--- config.mk ---
export PLATFORM = sky130hd
export DESIGN_NAME = dac_control
export DESIGN_NICKNAME = d
export VERILOG_FILES = /design/src/hdl/dac_pkg.sv /design/src/hdl/dac_control.sv
export SDC_FILE = /design/constraint.sdc
export NUM_CORES = 1
export LEC_CHECK = 0
export ABC_CLOCK_PERIOD_IN_PS = 4100
export BUFFER_PORTS_ARGS = -buffer_cell sky130_fd_sc_hd__buf_2
export CORE_UTILIZATION = 42
export DETAILED_ROUTE_END_ITERATION = 8
export PLACE_DENSITY = 0.65
export SYNTH_ARGS = -nofsm -noshare
export SYNTH_HDL_FRONTEND = slang
export SYNTH_SLANG_ARGS = --single-unit
--- constraint.sdc ---
create_clock -name clk -period 4.1 [get_ports clk]
set_input_delay 0.205 -clock clk [delete_from_list [all_inputs] [get_ports clk]]
set_output_delay 0.205 -clock clk [all_outputs]
set_load 0.005 [all_outputs]
--- src/hdl/dac_pkg.sv ---
// shared constants and types of the dual converter control block
package dac_pkg;
  // ------------------------------------------------------------
  // word layout
  // ------------------------------------------------------------
  localparam int WORD_W = 10;
  localparam int FIFO_DEPTH = 32;
  localparam logic [WORD_W-1:0] MID_CODE = 10'h200;
  localparam logic [WORD_W-1:0] MAX_CODE = 10'h3ff;
  localparam logic [WORD_W-1:0] ZERO_WORD = 10'h000;
  // ------------------------------------------------------------
  // offset correction
  // ------------------------------------------------------------
  localparam logic [5:0] CAL_CYCLES = 6'h22;
  localparam logic [5:0] CAL_SAMPLES = 6'h20;
  localparam int CAL_SHIFT = 5;
  // ------------------------------------------------------------
  // timing
  // ------------------------------------------------------------
  localparam int CLK_MHZ = 250;
  localparam int LIGHT_WAKE_NS = 800;
  localparam int LIGHT_WAKE_CYC = LIGHT_WAKE_NS * CLK_MHZ / 1000;
  localparam int DEEP_WAKE_NS = 1000000;
  localparam int DEEP_WAKE_CYC = DEEP_WAKE_NS / 1000 * CLK_MHZ;
  // entries queued before the oldest is due on a rising edge
  localparam int LAT_FILL = 3;
  localparam logic [17:0] WAKE_ZERO = 18'h00000;
  // ------------------------------------------------------------
  // types
  // ------------------------------------------------------------
  typedef struct packed {
    logic [WORD_W-1:0] first;
    logic [WORD_W-1:0] second;
  } dac_pair_type;
  typedef enum logic [1:0] {
    DAC_RUN,
    DAC_LIGHT,
    DAC_DEEP,
    DAC_WAKE
  } dac_power_type;
endpackage

--- src/hdl/dac_control.sv ---
// digital control and output logic of the dual converter
// What this block does
// - both channels sample on the falling edge of the shared converter clock.
// - parallel mode drives each channel on its own bus simultaneously.
// - multiplexed mode interleaves both onto first bus, second bus held low.
// - offset trigger rising edge starts per-channel correction lasting 34 cycles.
// - correction averages 32 conversions, later results subtract its deviation from midscale.
// - format low gives offset binary, high gives two's complement.
// - format may change anytime; one or two words may be miscoded.
// - both sleep inputs low converts; light request alone enters standby.
// - after light request drops, normal operation resumes within 800 ns.
// - deep request powers down; recovery under 1 ms after it drops.
// - with both requests high, deep sleep wins.
// - bus bit zero is the result LSB, bit nine the MSB.
// - parallel words appear just after each converter clock rising edge.
// - multiplexed strobe high marks first channel, low marks second channel.
// - multiplexed strobe rises on second-to-first change, falls on reverse.
// - parallel strobe rises each time the output data changes.
// - results appear 2.5 clocks after sampling; first mux word likewise.
// - second channel mux word appears 3 clocks after sampling.
`timescale 1ns/1ps

// ------------------------------------------------------------
// sample fifo
// ------------------------------------------------------------
module dac_fifo #(
  parameter int WIDTH = 20,
  parameter int DEPTH = 32
) (
  input wire logic clk,
  input wire logic reset_n,
  input wire logic in_valid,
  output logic in_ready,
  input wire logic [WIDTH-1:0] in_data,
  output logic out_valid,
  input wire logic out_ready,
  output logic [WIDTH-1:0] out_data,
  output logic [$clog2(DEPTH):0] level
);
  localparam int AW = $clog2(DEPTH);
  logic [WIDTH-1:0] mem_r [DEPTH];
  logic [AW-1:0] wr_r;
  logic [AW-1:0] rd_r;
  logic [AW:0] cnt_r;
  wire do_wr = in_valid && in_ready;
  wire do_rd = out_valid && out_ready;
  assign in_ready = cnt_r != (AW+1)'(DEPTH);
  assign out_valid = cnt_r != '0;
  assign out_data = mem_r[rd_r];
  assign level = cnt_r;

  always_ff @(posedge clk or negedge reset_n) begin
    if (!reset_n) begin
      wr_r <= '0;
      rd_r <= '0;
      cnt_r <= '0;
    end else begin
      if (do_wr) wr_r <= wr_r + 1'b1;
      if (do_rd) rd_r <= rd_r + 1'b1;
      cnt_r <= cnt_r + (AW+1)'(do_wr) - (AW+1)'(do_rd);
    end
  end

  always_ff @(posedge clk) begin
    if (do_wr) mem_r[wr_r] <= in_data;
  end

  fifo_no_overrun_a: assert property (@(posedge clk) disable iff (!reset_n)
    cnt_r <= (AW+1)'(DEPTH))
    else $error("fifo level beyond depth");
endmodule

// ------------------------------------------------------------
// top
// ------------------------------------------------------------
module dac_control #(
  parameter int WORD_W = dac_pkg::WORD_W,
  parameter int FIFO_DEPTH = dac_pkg::FIFO_DEPTH,
  parameter int DEEP_WAKE_CYC = dac_pkg::DEEP_WAKE_CYC
) (
  input wire logic clk,
  input wire logic reset_n,
  input wire logic conv_clk,
  input wire logic [WORD_W-1:0] first_sample,
  input wire logic [WORD_W-1:0] second_sample,
  input wire logic bus_layout_select,
  input wire logic offset_correct_trigger,
  input wire logic output_coding_select,
  input wire logic light_sleep_request,
  input wire logic deep_sleep_request,
  output logic [WORD_W-1:0] first_channel_bus,
  output logic [WORD_W-1:0] second_channel_bus,
  output logic channel_strobe,
  output logic converting,
  output logic correcting,
  output logic sample_dropped
);
  localparam int SYNC_W = 2 * WORD_W + 6;
  localparam logic [17:0] LIGHT_CYC = 18'(dac_pkg::LIGHT_WAKE_CYC);
  localparam logic [17:0] DEEP_CYC = 18'(DEEP_WAKE_CYC);

  // ------------------------------------------------------------
  // pin synchronisers
  // ------------------------------------------------------------
  logic [SYNC_W-1:0] sync1_r;
  logic [SYNC_W-1:0] sync2_r;
  logic ck_d_r;
  logic trig_d_r;
  always_ff @(posedge clk or negedge reset_n) begin
    if (!reset_n) begin
      sync1_r <= '0;
      sync2_r <= '0;
      ck_d_r <= 1'b0;
      trig_d_r <= 1'b0;
    end else begin
      sync1_r <= {conv_clk, offset_correct_trigger, output_coding_select,
                  light_sleep_request, deep_sleep_request,
                  bus_layout_select, first_sample, second_sample};
      sync2_r <= sync1_r;
      ck_d_r <= sync2_r[SYNC_W-1];
      trig_d_r <= sync2_r[SYNC_W-2];
    end
  end

  wire ck_s = sync2_r[SYNC_W-1];
  wire trig_s = sync2_r[SYNC_W-2];
  wire fmt_s = sync2_r[SYNC_W-3];
  wire light_s = sync2_r[SYNC_W-4];
  wire deep_s = sync2_r[SYNC_W-5];
  wire par_s = sync2_r[SYNC_W-6];
  wire [WORD_W-1:0] raw_first = sync2_r[2*WORD_W-1:WORD_W];
  wire [WORD_W-1:0] raw_second = sync2_r[WORD_W-1:0];
  wire ck_fall = ck_d_r && !ck_s;
  wire ck_rise = !ck_d_r && ck_s;
  wire trig_rise = trig_s && !trig_d_r;

  // ------------------------------------------------------------
  // power states
  // ------------------------------------------------------------
  dac_pkg::dac_power_type pwr_r;
  dac_pkg::dac_power_type pwr_nxt;
  logic [17:0] wake_r;
  logic [17:0] wake_nxt;
  logic run_r;
  // a deep request seen during wake restarts the whole deep recovery; a light one reloads the light count
  always_comb begin
    pwr_nxt = pwr_r;
    wake_nxt = wake_r;
    if (deep_s) begin
      pwr_nxt = dac_pkg::DAC_DEEP;
      wake_nxt = DEEP_CYC;
    end else if (light_s) begin
      pwr_nxt = dac_pkg::DAC_LIGHT;
      if (pwr_r != dac_pkg::DAC_DEEP) wake_nxt = LIGHT_CYC;
    end else begin
      unique case (pwr_r)
        dac_pkg::DAC_RUN: pwr_nxt = dac_pkg::DAC_RUN;
        dac_pkg::DAC_LIGHT,
        dac_pkg::DAC_DEEP: begin
          pwr_nxt = dac_pkg::DAC_WAKE;
          wake_nxt = wake_r - 18'h00001;
        end
        dac_pkg::DAC_WAKE: begin
          if (wake_r <= 18'h00001) begin
            pwr_nxt = dac_pkg::DAC_RUN;
            wake_nxt = dac_pkg::WAKE_ZERO;
          end else begin
            wake_nxt = wake_r - 18'h00001;
          end
        end
      endcase
    end
  end

  always_ff @(posedge clk or negedge reset_n) begin
    if (!reset_n) begin
      pwr_r <= dac_pkg::DAC_RUN;
      wake_r <= dac_pkg::WAKE_ZERO;
      run_r <= 1'b1;
    end else begin
      pwr_r <= pwr_nxt;
      wake_r <= wake_nxt;
      run_r <= pwr_nxt == dac_pkg::DAC_RUN;
    end
  end

  logic [7:0] light_wait_r;
  always_ff @(posedge clk or negedge reset_n) begin
    if (!reset_n) light_wait_r <= '0;
    else if (light_s || deep_s || run_r) light_wait_r <= '0;
    else if (light_wait_r != '0 || wake_r == LIGHT_CYC)
      light_wait_r <= light_wait_r + 8'h01;
  end

  deep_priority_a: assert property (@(posedge clk) disable iff (!reset_n)
    deep_s |=> pwr_r == dac_pkg::DAC_DEEP)
    else $error("deep request did not win");
  light_wake_a: assert property (@(posedge clk) disable iff (!reset_n)
    18'(light_wait_r) <= LIGHT_CYC)
    else $error("light sleep recovery too slow");
  wake_bound_a: assert property (@(posedge clk) disable iff (!reset_n)
    wake_r <= DEEP_CYC || wake_r <= LIGHT_CYC)
    else $error("wake counter out of range");

  // ------------------------------------------------------------
  // offset correction
  // ------------------------------------------------------------
  logic cal_r;
  logic [5:0] cal_cnt_r;
  logic [14:0] acc_first_r;
  logic [14:0] acc_second_r;
  logic [WORD_W-1:0] avg_first_r;
  logic [WORD_W-1:0] avg_second_r;
  wire cal_take = cal_r && ck_fall && run_r;
  wire cal_acc = cal_take && cal_cnt_r < dac_pkg::CAL_SAMPLES;
  wire cal_done = cal_take && cal_cnt_r == dac_pkg::CAL_CYCLES - 6'h01;
  wire [14:0] acc_first_nxt = acc_first_r + 15'(raw_first);
  wire [14:0] acc_second_nxt = acc_second_r + 15'(raw_second);

  always_ff @(posedge clk or negedge reset_n) begin
    if (!reset_n) begin
      cal_r <= 1'b0;
      cal_cnt_r <= '0;
      acc_first_r <= '0;
      acc_second_r <= '0;
      avg_first_r <= dac_pkg::MID_CODE;
      avg_second_r <= dac_pkg::MID_CODE;
    end else if (trig_rise) begin
      cal_r <= 1'b1;
      cal_cnt_r <= '0;
      acc_first_r <= '0;
      acc_second_r <= '0;
    end else if (cal_take) begin
      cal_cnt_r <= cal_cnt_r + 6'h01;
      if (cal_acc) begin
        acc_first_r <= acc_first_nxt;
        acc_second_r <= acc_second_nxt;
      end
      if (cal_done) begin
        cal_r <= 1'b0;
        avg_first_r <= acc_first_r[dac_pkg::CAL_SHIFT +: WORD_W];
        avg_second_r <= acc_second_r[dac_pkg::CAL_SHIFT +: WORD_W];
      end
    end
  end

  // removes the measured deviation from midscale, clamped to code range
  function automatic logic [WORD_W-1:0] dac_correct(
    input logic [WORD_W-1:0] raw,
    input logic [WORD_W-1:0] avg
  );
    logic [11:0] t;
    t = 12'(raw) + 12'(dac_pkg::MID_CODE) - 12'(avg);
    if (t[11]) dac_correct = dac_pkg::ZERO_WORD;
    else if (t[10]) dac_correct = dac_pkg::MAX_CODE;
    else dac_correct = t[WORD_W-1:0];
  endfunction

  cal_length_a: assert property (@(posedge clk) disable iff (!reset_n)
    cal_r |-> cal_cnt_r < dac_pkg::CAL_CYCLES)
    else $error("correction ran past its length");
  cal_ends_a: assert property (@(posedge clk) disable iff (!reset_n)
    cal_done && !trig_rise |=> !cal_r && cal_cnt_r == dac_pkg::CAL_CYCLES)
    else $error("correction did not end on its last cycle");

  // ------------------------------------------------------------
  // sampling into the latency fifo
  // ------------------------------------------------------------
  dac_pkg::dac_pair_type push_word;
  dac_pkg::dac_pair_type pop_word;
  logic fifo_in_ready;
  logic fifo_out_valid;
  logic [$clog2(FIFO_DEPTH):0] fifo_level;
  wire push = ck_fall && run_r;
  assign push_word.first = dac_correct(raw_first, avg_first_r);
  assign push_word.second = dac_correct(raw_second, avg_second_r);
  // the oldest word is due once two younger samples stand behind it
  wire due = fifo_level >= ($clog2(FIFO_DEPTH)+1)'(dac_pkg::LAT_FILL);
  wire pop = ck_rise && run_r && due && fifo_out_valid;

  dac_fifo #(
    .WIDTH($bits(dac_pkg::dac_pair_type)),
    .DEPTH(FIFO_DEPTH)
  ) u_fifo (
    .clk(clk),
    .reset_n(reset_n),
    .in_valid(push),
    .in_ready(fifo_in_ready),
    .in_data(push_word),
    .out_valid(fifo_out_valid),
    .out_ready(pop),
    .out_data(pop_word),
    .level(fifo_level)
  );

  sample_on_fall_a: assert property (@(posedge clk) disable iff (!reset_n)
    push |-> $past(ck_s) && !ck_s)
    else $error("sample taken off the falling edge");

  // ------------------------------------------------------------
  // output coding and bus layout
  // ------------------------------------------------------------
  logic [WORD_W-1:0] held_second_r;
  logic [WORD_W-1:0] first_bus_r;
  logic [WORD_W-1:0] second_bus_r;
  logic strobe_r;
  logic drop_r;
  logic mux_pending_r;
  // coding is applied when a word is popped, so a format change lands on the next popped word; a held mux second word keeps the old coding
  wire [WORD_W-1:0] fmt_mask = {fmt_s, {(WORD_W-1){1'b0}}};
  wire [WORD_W-1:0] coded_first = pop_word.first ^ fmt_mask;
  wire [WORD_W-1:0] coded_second = pop_word.second ^ fmt_mask;
  wire mux_second = ck_fall && !par_s && mux_pending_r;

  always_ff @(posedge clk or negedge reset_n) begin
    if (!reset_n) begin
      first_bus_r <= dac_pkg::ZERO_WORD;
      second_bus_r <= dac_pkg::ZERO_WORD;
      held_second_r <= dac_pkg::ZERO_WORD;
      strobe_r <= 1'b0;
      mux_pending_r <= 1'b0;
    end else if (pop) begin
      first_bus_r <= coded_first;
      second_bus_r <= par_s ? coded_second : dac_pkg::ZERO_WORD;
      held_second_r <= coded_second;
      strobe_r <= 1'b1;
      mux_pending_r <= !par_s;
    end else if (mux_second) begin
      first_bus_r <= held_second_r;
      second_bus_r <= dac_pkg::ZERO_WORD;
      strobe_r <= 1'b0;
      mux_pending_r <= 1'b0;
    end else if (ck_fall) begin
      strobe_r <= 1'b0;
      mux_pending_r <= 1'b0;
      if (!par_s) second_bus_r <= dac_pkg::ZERO_WORD;
    end
  end

  always_ff @(posedge clk or negedge reset_n) begin
    if (!reset_n) drop_r <= 1'b0;
    else drop_r <= push && !fifo_in_ready;
  end

  assign first_channel_bus = first_bus_r;
  assign second_channel_bus = second_bus_r;
  assign channel_strobe = strobe_r;
  assign converting = run_r;
  assign correcting = cal_r;
  assign sample_dropped = drop_r;

  strobe_marks_first_a: assert property (@(posedge clk) disable iff (!reset_n)
    pop |=> strobe_r && first_bus_r == $past(coded_first))
    else $error("first word not marked by a high strobe");
  mux_second_word_a: assert property (@(posedge clk) disable iff (!reset_n)
    mux_second |=> !strobe_r && first_bus_r == $past(held_second_r))
    else $error("second word not marked by a low strobe");
  mux_quiet_bus_a: assert property (@(posedge clk) disable iff (!reset_n)
    (pop || ck_fall) && !par_s |=> second_bus_r == dac_pkg::ZERO_WORD)
    else $error("second bus not low in multiplexed mode");
  coding_msb_a: assert property (@(posedge clk) disable iff (!reset_n)
    pop && fmt_s |=> first_bus_r[WORD_W-1] != $past(pop_word.first[WORD_W-1]))
    else $error("two's complement msb not inverted");
  parallel_both_a: assert property (@(posedge clk) disable iff (!reset_n)
    pop && par_s |=> second_bus_r == $past(coded_second))
    else $error("parallel second word missing");
endmodule

==> results of run 1 <==
==> worst max path at each step <==
| stage | start | slack [ns] | cells past startpoint | end |
|---|---|---|---|---|
| final | sync2_r[1]$_DFF_PN0_ | 0.54 | 10 | u_fifo.mem_r[25][3]$_DFFE_PP_ |
| after global routing | sync2_r[1]$_DFF_PN0_ | 0.20 | 10 | u_fifo.mem_r[0][3]$_DFFE_PP_ |
| after CTS | sync2_r[1]$_DFF_PN0_ | 0.56 | 10 | u_fifo.mem_r[26][3]$_DFFE_PP_ |
| after detailed placement | sync2_r[1]$_DFF_PN0_ | 0.57 | 10 | u_fifo.mem_r[27][3]$_DFFE_PP_ |
| after global placement | sync2_r[1]$_DFF_PN0_ | 0.63 | 10 | u_fifo.mem_r[26][3]$_DFFE_PP_ |
| after floorplan | sync2_r[11]$_DFF_PN0_ | 0.30 | 10 | u_fifo.mem_r[0][19]$_DFFE_PP_ |
==> cells in the mapped netlist, types with 30 or more instances <==
library cell / n
nand2_1: 91
o21ai_1: 39
mux2i_1: 32
o21ai_0: 32
inv_1: 59
nor3_1: 30
mux4_2: 164
clkbuf_1: 31
ha_1: 79
a21oi_1: 75
nor2_1: 91
edfxtp_1: 640
dfrtp_1: 178
buf_2: 30
==> cells in the final DEF, fill, tap and decap left out, types with 9 or more instances in the layout <==
cell type      Yosys  final
clkinv_2           0     17
mux4_2           164    164
mux2_2             9      9
mux2_1            15     15
dlygate4sd3_1      0     27
nand2b_1          10     10
nor2_2             0     32
nor4_1            10     10
a21oi_2            0     17
nor2b_1           19     18
nand4_1            9      9
nand3_1           15     15
or3_1             10     10
nand2_1           91     91
buf_2             30     50
o22ai_1           11     11
inv_1             59     59
clkinv_1           0     15
a21o_1            16     16
edfxtp_1         640    640
xor2_1            14     14
mux4_1            20     20
clkbuf_8           0      9
mux2i_1           32     32
nor3_2             8      9
dfrtp_1          178    173
xnor2_1           29     29
nor2_1            91     59
a21oi_1           75     58
clkbuf_16          0     88
o21ai_1           39     39
bufinv_16          0     12
buf_4              2     95
ha_1              79     79
a211oi_1          21     21
o21ai_0           32     32
nor3_1            30     29
==> power groups by stage <==
stage / Sequential [µW] / Combinational, µW / Clock (µW)
2_1_floorplan: 9780 / 3330 / 0
3_5_place_dp: 10000 / 4250 / 0
3_3_place_gp: 10000 / 4180 / 0
6_report: 9830 / 4240 / 8080
4_1_cts: 9850 / 4300 / 8230
5_1_grt: 9890 / 4600 / 8540
==> flip-flops by register name, indices dropped and copies added, names as in the netlist, 6 cells and up <==
name	cells
avg_second_r	10
avg_first_r	10
second_channel_bus	10
acc_second_r	15
u_fifo.level	6
first_channel_bus	10
cal_cnt_r	6
u_fifo.mem_r	640
held_second_r	10
wake_r	18
acc_first_r	15
sync2_r	26
sync1_r	26
==> final cells by class <==
cell class	count	area [µm²]
fill	6437	40100
sequential	821	23800
multi-input combinational	957	9740
clock buffer	102	2330
timing repair buffer	180	1390
tap	1050	1310
clock inverter	58	659
inverter	60	225
antenna	1	2.50
==> per-stage QoR <==
stage / area, µm² / power (µW) / worst slack [ns] / hold WS (ns) / utilization
floorplan: 34000 / 13100 / 0.298 / -0.0906 / -
global route: 39400 / 23000 / 0.197 / 0.189 / 0.496
detailed placement: 36200 / 14300 / 0.573 / 0.314 / 0.455
global placement: 36200 / 14200 / 0.635 / 0.314 / 0.455
finish: 39400 / 22200 / 0.544 / 0.200 / 0.496
CTS: 39400 / 22400 / 0.559 / 0.165 / 0.496
==> kinds of logic (layout without fill, tap and decap cells) <==
group / Yosys count / count (layout) / synth area share
AOI/OAI and AO/OA: 261 / 261 / 0.0483
xor gates and xnor gates: 43 / 43 / 0.0111
adders and majority gates: 84 / 84 / 0.0320
buffers and inverters: 138 / 400 / 0.0201
DFF: 821 / 821 / 0.698
muxes: 240 / 240 / 0.141
other: 0 / 1 / 0
and+or+nand+nor: 329 / 329 / 0.0487
==> layer usage <==
layer,global-route usage,part of all wire,vias up
met4,0.0421,0.018,0
met1,0.266,0.44,9471
met3,0.0376,0.067,103
li1,-,-,7977
met5,0,0,-
met2,0.304,0.48,613
==> results.md, run 1 <==
- Cell internal pwr: 16,500 µW
- Synth cell types: 76
- Largest net degree at the start of global routing: 106
- Relative slew margins: 0.164
- Worst-margin pin slew: 1.25 ns
- Top delay family on crit path: compound AO/OA/AOI/OAI gates
- # DRC: 0
- Worst VDD drop: 0.000463 V
- Critical path class: reg -> reg
- Syn-to-layout area delta: 15.9%
- FF-to-FF path depth: 10
- CP cell instances: ha_1, ha_1, inv_1, fa_1, nor2b_1, o21a_1, o21ai_1, a2bb2oi_1, a21oi_1, a21oi_2
- Vias: 18,200
- Area contributors post-synth: edfxtp_1 (57%), dfrtp_1 (13%), mux4_2 (11%)
- Layout Cells excl Fill: 3,229
- Placed insts: 3,041
- Crit path largest cell delay: 0.91 ns
- Post-CTS setup buffers: 0
- Root buffer cell: clkbuf_16
- RR Startpoint: sync2_r[1]$_DFF_PN0_
- Avg Vias per Cell: 5.63
- GRT Residual Overflow: 0
- Synthesized area per cell: 17.7 µm²
- Setup Viol. Count Final: 0
- Worst Path Buf+Inv: 1
- Die H: 287 µm
- Hpwl dp: 46.3 mm
- Clock power share: 0.365
- Clk slew on worst S/H paths: 0.06 ns
- Crit path max fanout: 32
- DR pass1 iterations: 5
- Hold WC Path Type: in -> async
- # IOs: 52
- Total GRT Usage: 0.189
- Clock Path Buffers: 3
- CTS tree: built
- Setup_tns: 0 ns
- Die width: 287 µm
- Yosys warnings: 0
- Critical Path Slowest Stage Cell: a21oi_2
- Number of global-route vias before repair: 18,400
- Yosys top cell area share: 0.565
- Ys flop type: edfxtp_1
- Switching part of the total: 0.257
- Post-synth EDFFs: 640
- Worst clock skew: 0.0315 ns
- Std cell rows: 103
- Worst Setup End Kind: flop
- Clk_lat worst skew: 0.65 ns
- Asr flop ratio synth: 0.220
- Final period util: 0.867
- Initial Util: 0.428
- Max Fclk: 281 MHz
- Number of buffers created by CTS: 86
- Share of cells above drive strength 1: 0.252
- DRT Wirelength: 76.2 mm
- Sequential Power Share: 0.444
- Core ar.: 79,500 µm²
- Fin. max-slew vios: 0
- Post-CTS Hold Buffers: 27
- Die area: 82,100 µm²
- Worst endpoint required time: 4.36 ns
- Synthesized net count: 2,028
- Nets@finish: 2,218
- R2R setup slack: 0.54 ns
- Gate Count Post-Synth: 1,916
- Antenna violations before repair: 0
- First-pass GRT wire length: 115 mm
- CTS H-tree depth: 3
- DR iter-0 viols: 1,538
- Seq/Total Area, Yosys: 0.698
- Reg-to-reg endpoint: u_fifo.mem_r[25][3]$_DFFE_PP_
- PostCTS Resize Cnt: 0
- Routability cong.: 0.775
- #FFs+latches synth: 821
- Final Hold Vio Count: 0
- Area leader, netlist: edfxtp_1
- Crit path time final: 3.56 ns
- Comb power frac: 0.191
- CP arrival: 3.82 ns
- Unrepaired setup endpoints after global routing: false
- CP Launch Type: flop
- Max_cap viols: 0
- Drt wl/cell: 23.6 µm
- CTS Sinks: 821
- Leak: 0.0136 µW
- Routed Antenna Nets: 0
- PD cells: 562 nW/µm²
- Status: complete, no violations
- Mapped cell area: 34,000 µm²
- Port Buffer Count: 51
- Net Sw Power: 5680 µW
- CP dominant cell by count: ha_1
(Power assumes the default switching activity.)
==> run 2, diff against run 1 <==
--- a/config.mk
+++ b/config.mk
@@ -5,6 +5,7 @@
 export SDC_FILE = /design/constraint.sdc
 export NUM_CORES = 1
 export LEC_CHECK = 0
+export ABC_AREA = 1
 export ABC_CLOCK_PERIOD_IN_PS = 4100
 export BUFFER_PORTS_ARGS = -buffer_cell sky130_fd_sc_hd__buf_2
 export CORE_UTILIZATION = 42
==> run 2 against run 1 <==
  * Final cell count is 34% higher
  * Final area is 0.48% higher
  * Register-to-register slack better by 0.09 ns
  * Highest routed layer unchanged
==> results.md, run 2 <==
- Critical path class: reg -> reg
- Ys flop type: edfxtp_1
- Avg Vias per Cell: 5.41
- Clk slew on worst S/H paths: 0.06 ns
- First-pass GRT wire length: 134 mm
- GRT Residual Overflow: 0
- Syn-to-layout area delta: 13.1%
- Count leader, synth: edfxtp_1
- Final period util: 0.846
- # diodes: 0
- RR Startpoint: sync2_r[1]$_DFF_PN0_
- DR iter-0 viols: 2,191
- Max reg flops: 640
- Commonest non-fill, non-tap cells in the layout: edfxtp_1 (640), nor2_1 (464), nand2_1 (440), o21ai_0 (315), inv_1 (177)
- Antenna violations before repair: 0
- Crit path largest cell delay: 0.72 ns
- Status: complete, no violations
- Worst VDD drop: 0.000434 V
- Port Buffer Count: 51
- #FFs+latches synth: 821
- Vias: 23,300
- DRT Wirelength: 88.1 mm
- Largest net degree at the start of global routing: 112
- Seq/Total Area, Yosys: 0.678
- Sequential Power Share: 0.414
- Worst endpoint required time: 4.40 ns
- Synthesized net count: 3,196
- Filler Cells Inserted: 7,139
- Crit path time final: 3.47 ns
- Initial Util: 0.425
- Unrepaired setup endpoints after global routing: false
- Yosys warnings: 0
- # IOs: 52
- CTS tree: built
- CP arrival: 3.77 ns
- Synth cell types: 51
- Synthesized area per cell: 11.4 µm²
- Synth top cells by count: edfxtp_1 (640), nor2_1 (495), nand2_1 (440), o21ai_0 (315)
- DP Worst Slack: 0.714 ns
- Drt wl/cell: 20.4 µm
- Worst clock skew: 0.0274 ns
- Final Hold Vio Count: 0
- DR pass1 iterations: 5
- Hold Worst Slack: 0.108 ns
- Routed Antenna Nets: 0
- Leak: 0.0147 µW
- Number of global-route vias before repair: 22,300
- Max_cap viols: 0
- Clk_lat worst skew: 0.64 ns
- Gate Count Post-Synth: 3,084
- Asr flop ratio synth: 0.220
- Regs by FF count: u_fifo.mem_r (640), sync1_r (26), sync2_r (26)
- Post-synth EDFFs: 640
- Net Sw Power: 8390 µW
- Dpl cell area: 36,600 µm²
- Total GRT Usage: 0.207
- Area leader, netlist: edfxtp_1
- Die width: 291 µm
- Yosys top cell area share: 0.548
- Clock Path Buffers: 3
- Nets@finish: 3,285
- Largest Register: u_fifo.mem_r
- Std cell rows: 105
- Leading cell type in the layout, fill and taps excluded: edfxtp_1
- Fin. max-slew vios: 0
- Mapped cell area: 35,000 µm²
- Hpwl dp: 51.0 mm
- Worst-margin pin slew: 0.976 ns
- Core ar.: 82,400 µm²
- # DRC: 0
- Cell internal pwr: 16,200 µW
- CP cell instances: ha_1, ha_1, inv_1, fa_1, o21ai_0, nand2_1, o211ai_1, nand2_1, nand3_1, o21ai_0, inv_1
- Fin area: 39,600 µm²
- Hold WC Path Type: in -> async
- Area contributors post-synth: edfxtp_1 (55%), dfrtp_1 (13%), nor2_1 (5.3%)
- Worst Setup End Kind: flop
- PD cells: 622 nW/µm²
- Critical Path Slowest Stage Cell: inv_1
- CP Launch Type: flop
- Switching part of the total: 0.341
- Number of buffers created by CTS: 85
- Comb power frac: 0.277
- FF+latch area: 23,800 µm²
- CTS Sinks: 821
- Max Fclk: 288 MHz
- Post-CTS setup buffers: 0
- Crit path max fanout: 32
- CTS H-tree depth: 3
- Share of cells above drive strength 1: 0.0984
- Setup_tns: 0 ns
- Clock power share: 0.309
- Setup Viol. Count Final: 0
- Routability cong.: 0.789
- Relative slew margins: 0.348
- Die area: 84,600 µm²
- CP startpoint: sync2_r[1]$_DFF_PN0_
- Die H: 291 µm
- Final WS setup: 0.630 ns
- Multi-input logic area: 9860 µm²
- Root buffer cell: clkbuf_16
==> run 2: changes by cell type after synthesis, moves of 73 or more <==
cell      delta
o21ai_0    +283
nand3_1    +152
o211ai_1    +73
mux4_2     -164
nand2_1    +349
nor2_1     +404
inv_1      +119
==> run 2: power groups by stage <==
stage,registers [µW],logic [µW],clock network (µW)
after floorplan,10100,5080,0
after global placement,10300,6650,0
after detailed placement,10400,6760,0
after CTS,10200,6810,7740
after global routing,10200,7640,8060
final,10200,6830,7610
==> run 2: worst paths after layout <==
path | endpoint | slack [ns] | depth (start not counted)
hold / removal | pwr_r[1]$_DFF_PN0_ | 0.11 | 2
min in group clk | sync1_r[11]$_DFF_PN0_ | 0.20 | 2
hold reg to reg | sync2_r[20]$_DFF_PN0_ | 0.34 | 0
max in group asynchronous | sync1_r[23]$_DFF_PN0_ | 2.94 | 3
setup / recovery | u_fifo.mem_r[20][7]$_DFFE_PP_ | 0.63 | 11
setup reg to reg | u_fifo.mem_r[20][7]$_DFFE_PP_ | 0.63 | 11
==> run 2: logic make-up after synthesis <==
| kind of cell | count (synthesis) | synth area share |
|---|---|---|
| flops | 821 | 0.678 |
| simple gates | 1172 | 0.137 |
| buf+inv | 336 | 0.0441 |
| xor+xnor | 39 | 0.00996 |
| compound gates | 629 | 0.0992 |
| fa+ha+maj | 84 | 0.0311 |
| mux | 3 | 0.000964 |
==> run 2: final cells by class <==
cell class,count,area share
clock buffers,117,0.0596
multi-input cells,1927,0.249
flip-flops and latches,821,0.600
clock inverters,40,0.00960
repair buffers,153,0.0305
well taps,1070,0.0338
inverters,185,0.0177
==> run 2: repair_timing <==
item / in CTS / in global routing
endpoints found under the setup margin: 0 / 0
hold buffers: 27 / 0
gates resized for setup: 0 / 0
hold endpoints to repair: 92 / 0
==> run 2: layer usage <==
metal | vias to the layer above | track usage | share of wire
met2 | 814 | 0.341 | 0.48
met1 | 11400 | 0.278 | 0.43
met3 | 157 | 0.0284 | 0.063
met5 | - | 0 | 0
met4 | 0 | 0.0825 | 0.034
li1 | 11000 | - | -
==> run 2: critical path, delay by kind of cell, from the launching register on <==
| family | cells | cell delay [ns] |
|---|---|---|
| buffers and inverters | 2 | 0.80 |
| and+or+nand+nor | 3 | 0.40 |
| AOI/OAI and AO/OA | 3 | 0.55 |
| DFF | 1 | 0.42 |
| adders and majority gates | 3 | 0.95 |
==> run 2: per-stage QoR <==
| stage | instances | power (µW) | util |
|---|---|---|---|
| 6_report | 4313 | 24600 | 0.481 |
| 5_1_grt | 4313 | 26000 | 0.481 |
| 4_1_cts | 4313 | 24700 | 0.481 |
| 3_5_place_dp | 4129 | 17100 | 0.444 |
| 3_3_place_gp | 4129 | 17000 | 0.444 |
| 2_1_floorplan | 3084 | 15100 | - |
==> run 3, diff against run 2 <==
--- a/config.mk
+++ b/config.mk
@@ -6,7 +6,7 @@
 export NUM_CORES = 1
 export LEC_CHECK = 0
 export ABC_AREA = 1
-export ABC_CLOCK_PERIOD_IN_PS = 4100
+export ABC_CLOCK_PERIOD_IN_PS = 3350
 export BUFFER_PORTS_ARGS = -buffer_cell sky130_fd_sc_hd__buf_2
 export CORE_UTILIZATION = 42
 export DETAILED_ROUTE_END_ITERATION = 8
==> constraint.sdc (replaced) <==
create_clock -name clk -period 3.35 [get_ports clk]
set_input_delay 0.1675 -clock clk [delete_from_list [all_inputs] [get_ports clk]]
set_output_delay 0.1675 -clock clk [all_outputs]
set_load 0.005 [all_outputs]
==> run 3 against run 2 <==
  * Maximum frequency increased by 13%
  * Core utilization increased by 0.37 points
  * Combinational power increased by 27%
  * Register-to-register slack got worse by 0.35 ns
  * Critical path type unchanged
==> results.md, run 3 (synthesis gave the netlist of run 2 again) <==
- Status: complete, no violations
- Routed Antenna Nets: 0
- Final WS setup: 0.284 ns
- Max Fclk: 326 MHz
- DRT Wirelength: 88.6 mm
- Hold WC Path Type: in -> async
- Crit path max fanout: 32
- Commonest non-fill, non-tap cells in the layout: edfxtp_1 (640), nor2_1 (464), nand2_1 (440), o21ai_0 (315), inv_1 (178)
- Largest Register: u_fifo.mem_r
- CTS Sinks: 821
- Critical Path Slowest Stage Cell: fa_1
- Critical path class: reg -> reg
- Clock Path Buffers: 3
- Clk_lat worst skew: 0.64 ns
- Number of buffers created by CTS: 86
- Syn-to-layout area delta: 13.9%
- FF-to-FF path depth: 12
- Setup Viol. Count Final: 0
- Hold Worst Slack: 0.112 ns
- Crit path largest cell delay: 0.48 ns
- Multi-input logic area: 9850 µm²
- Final Hold Vio Count: 0
- Setup_tns: 0 ns
- Worst VDD drop: 0.000462 V
- CP Launch Type: flop
- Largest net degree at the start of global routing: 129
- Nets@finish: 3,317
- Antenna violations before repair: 0
- Fin area: 39,900 µm²
- CP arrival: 3.50 ns
- Unrepaired setup endpoints after global routing: false
- Fin. max-slew vios: 0
- FF+latch area: 23,800 µm²
- PD cells: 756 nW/µm²
- Reg-to-reg endpoint: u_fifo.mem_r[25][3]$_DFFE_PP_
- Top delay family on crit path: adder cells
- Die width: 291 µm
- Crit path time final: 3.07 ns
- CTS H-tree depth: 3
- Worst clock skew: 0.0255 ns
- DR pass1 iterations: 5
- Core ar.: 82,400 µm²
- CTS tree: built
- # IOs: 52
- Post-CTS setup buffers: 0
- Hpwl dp: 51.4 mm
- Regs by FF count: u_fifo.mem_r (640), sync1_r (26), sync2_r (26)
- Port Buffer Count: 51
- Total GRT Usage: 0.209
- Clk slew on worst S/H paths: 0.06 ns
- Std cell rows: 105
- First-pass GRT wire length: 135 mm
- Die area: 84,600 µm²
- CP cell instances: ha_1, ha_1, inv_1, fa_1, o21ai_0, nand2_1, o211ai_1, nand2_1, nand3_1, o21ai_0, inv_1, buf_4
- DR iter-0 viols: 2,308
- Highest metal used: met4
- Leak: 0.0149 µW
- WL met2: 43.3 mm
- Worst-margin pin slew: 0.899 ns
- Met1 WL: 37.3 mm
- # DRC: 0
- Initial Util: 0.425
- Final period util: 0.915
- Filler Cells Inserted: 7,226
- Dpl cell area: 36,900 µm²
- Drt wl/cell: 20.4 µm
- Vias: 23,400
- Worst Setup End Kind: flop
- Leading cell type in the layout, fill and taps excluded: edfxtp_1
- Root buffer cell: clkbuf_16
- R2R setup slack: 0.28 ns
- Routability cong.: 0.802
- Max reg flops: 640
- WL met3: 5.70 mm
- Worst Path Buf+Inv: 3
- # diodes: 0
- DP Worst Slack: 0.294 ns
- Share of cells above drive strength 1: 0.105
- RR Startpoint: sync2_r[1]$_DFF_PN0_
- Number of global-route vias before repair: 22,300
- Die H: 291 µm
- Max_cap viols: 0
- Relative slew margins: 0.400
- Avg Vias per Cell: 5.39
- GRT Residual Overflow: 0
- Worst endpoint required time: 3.78 ns
## run 3: cell count changes in the layout (fill, tap and decap cells not counted), moves of 3 or more
| cell | delta |
|---|---|
| clkinv_2 | -7 |
| clkinvlp_4 | +3 |
| clkinv_8 | +3 |
| nor2_2 | +3 |
| buf_4 | +22 |
| buf_12 | +9 |
| clkbuf_1 | +3 |
| nor2_4 | -3 |
| bufinv_16 | -3 |
## run 3: layer usage
metal  global-route usage  vias up
li1                     -    11000
met3               0.0303      148
met4               0.0591        0
met2                0.354      822
met1                0.281    11400
met5                    0        -
## run 3: worst max path at each step
stage,start,end,cells after the start
2_1_floorplan,sync2_r[1]$_DFF_PN0_,u_fifo.mem_r[0][8]$_DFFE_PP_,11
3_3_place_gp,sync2_r[1]$_DFF_PN0_,u_fifo.mem_r[25][7]$_DFFE_PP_,12
3_5_place_dp,sync2_r[1]$_DFF_PN0_,u_fifo.mem_r[24][3]$_DFFE_PP_,12
4_1_cts,sync2_r[1]$_DFF_PN0_,u_fifo.mem_r[13][3]$_DFFE_PP_,12
5_1_grt,sync2_r[1]$_DFF_PN0_,u_fifo.mem_r[25][3]$_DFFE_PP_,12
6_report,sync2_r[1]$_DFF_PN0_,u_fifo.mem_r[25][3]$_DFFE_PP_,12
## run 3: worst reg2reg max path: stages (launching register included)
cell,delay (ns)
dfrtp_1,0.41
ha_1,0.30
ha_1,0.18
inv_1,0.08
fa_1,0.48
o21ai_0,0.32
nand2_1,0.09
o211ai_1,0.14
nand2_1,0.09
nand3_1,0.25
o21ai_0,0.16
inv_1,0.08
buf_4,0.29
## run 3: cell type report
| cell class | instances | share of cell area |
|---|---|---|
| Clock buffer | 122 | 0.0601 |
| Inverter | 185 | 0.0176 |
| Timing Repair Buffer | 184 | 0.0390 |
| Sequential cell | 821 | 0.595 |
| Tap cell | 1070 | 0.0335 |
| Clock inverter | 35 | 0.00784 |
| Multi-Input combinational cell | 1927 | 0.247 |
## run 3: power breakdown
part / leakage, µW / internal, µW / switching (µW)
clock: 0.00131 / 5250 / 3920
sequential: 0.00793 / 11900 / 489
combinational: 0.00562 / 2790 / 5880
total: 0.0149 / 19900 / 10300
## run 3: per-stage QoR
step,utilization,power [µW],std cells
after floorplan,-,18500,3084
after global placement,0.448,21000,4160
after detailed placement,0.448,21100,4160
after CTS,0.485,30400,4344
after global routing,0.485,31800,4344
final,0.485,30200,4344
## run 3: what timing repair did
item | 4_1_cts | 5_1_grt
hold buffers | 27 | 0
endpoints found under the setup margin | 0 | 0
endpoints found under the hold margin | 89 | 0
gates resized for setup | 0 | 0
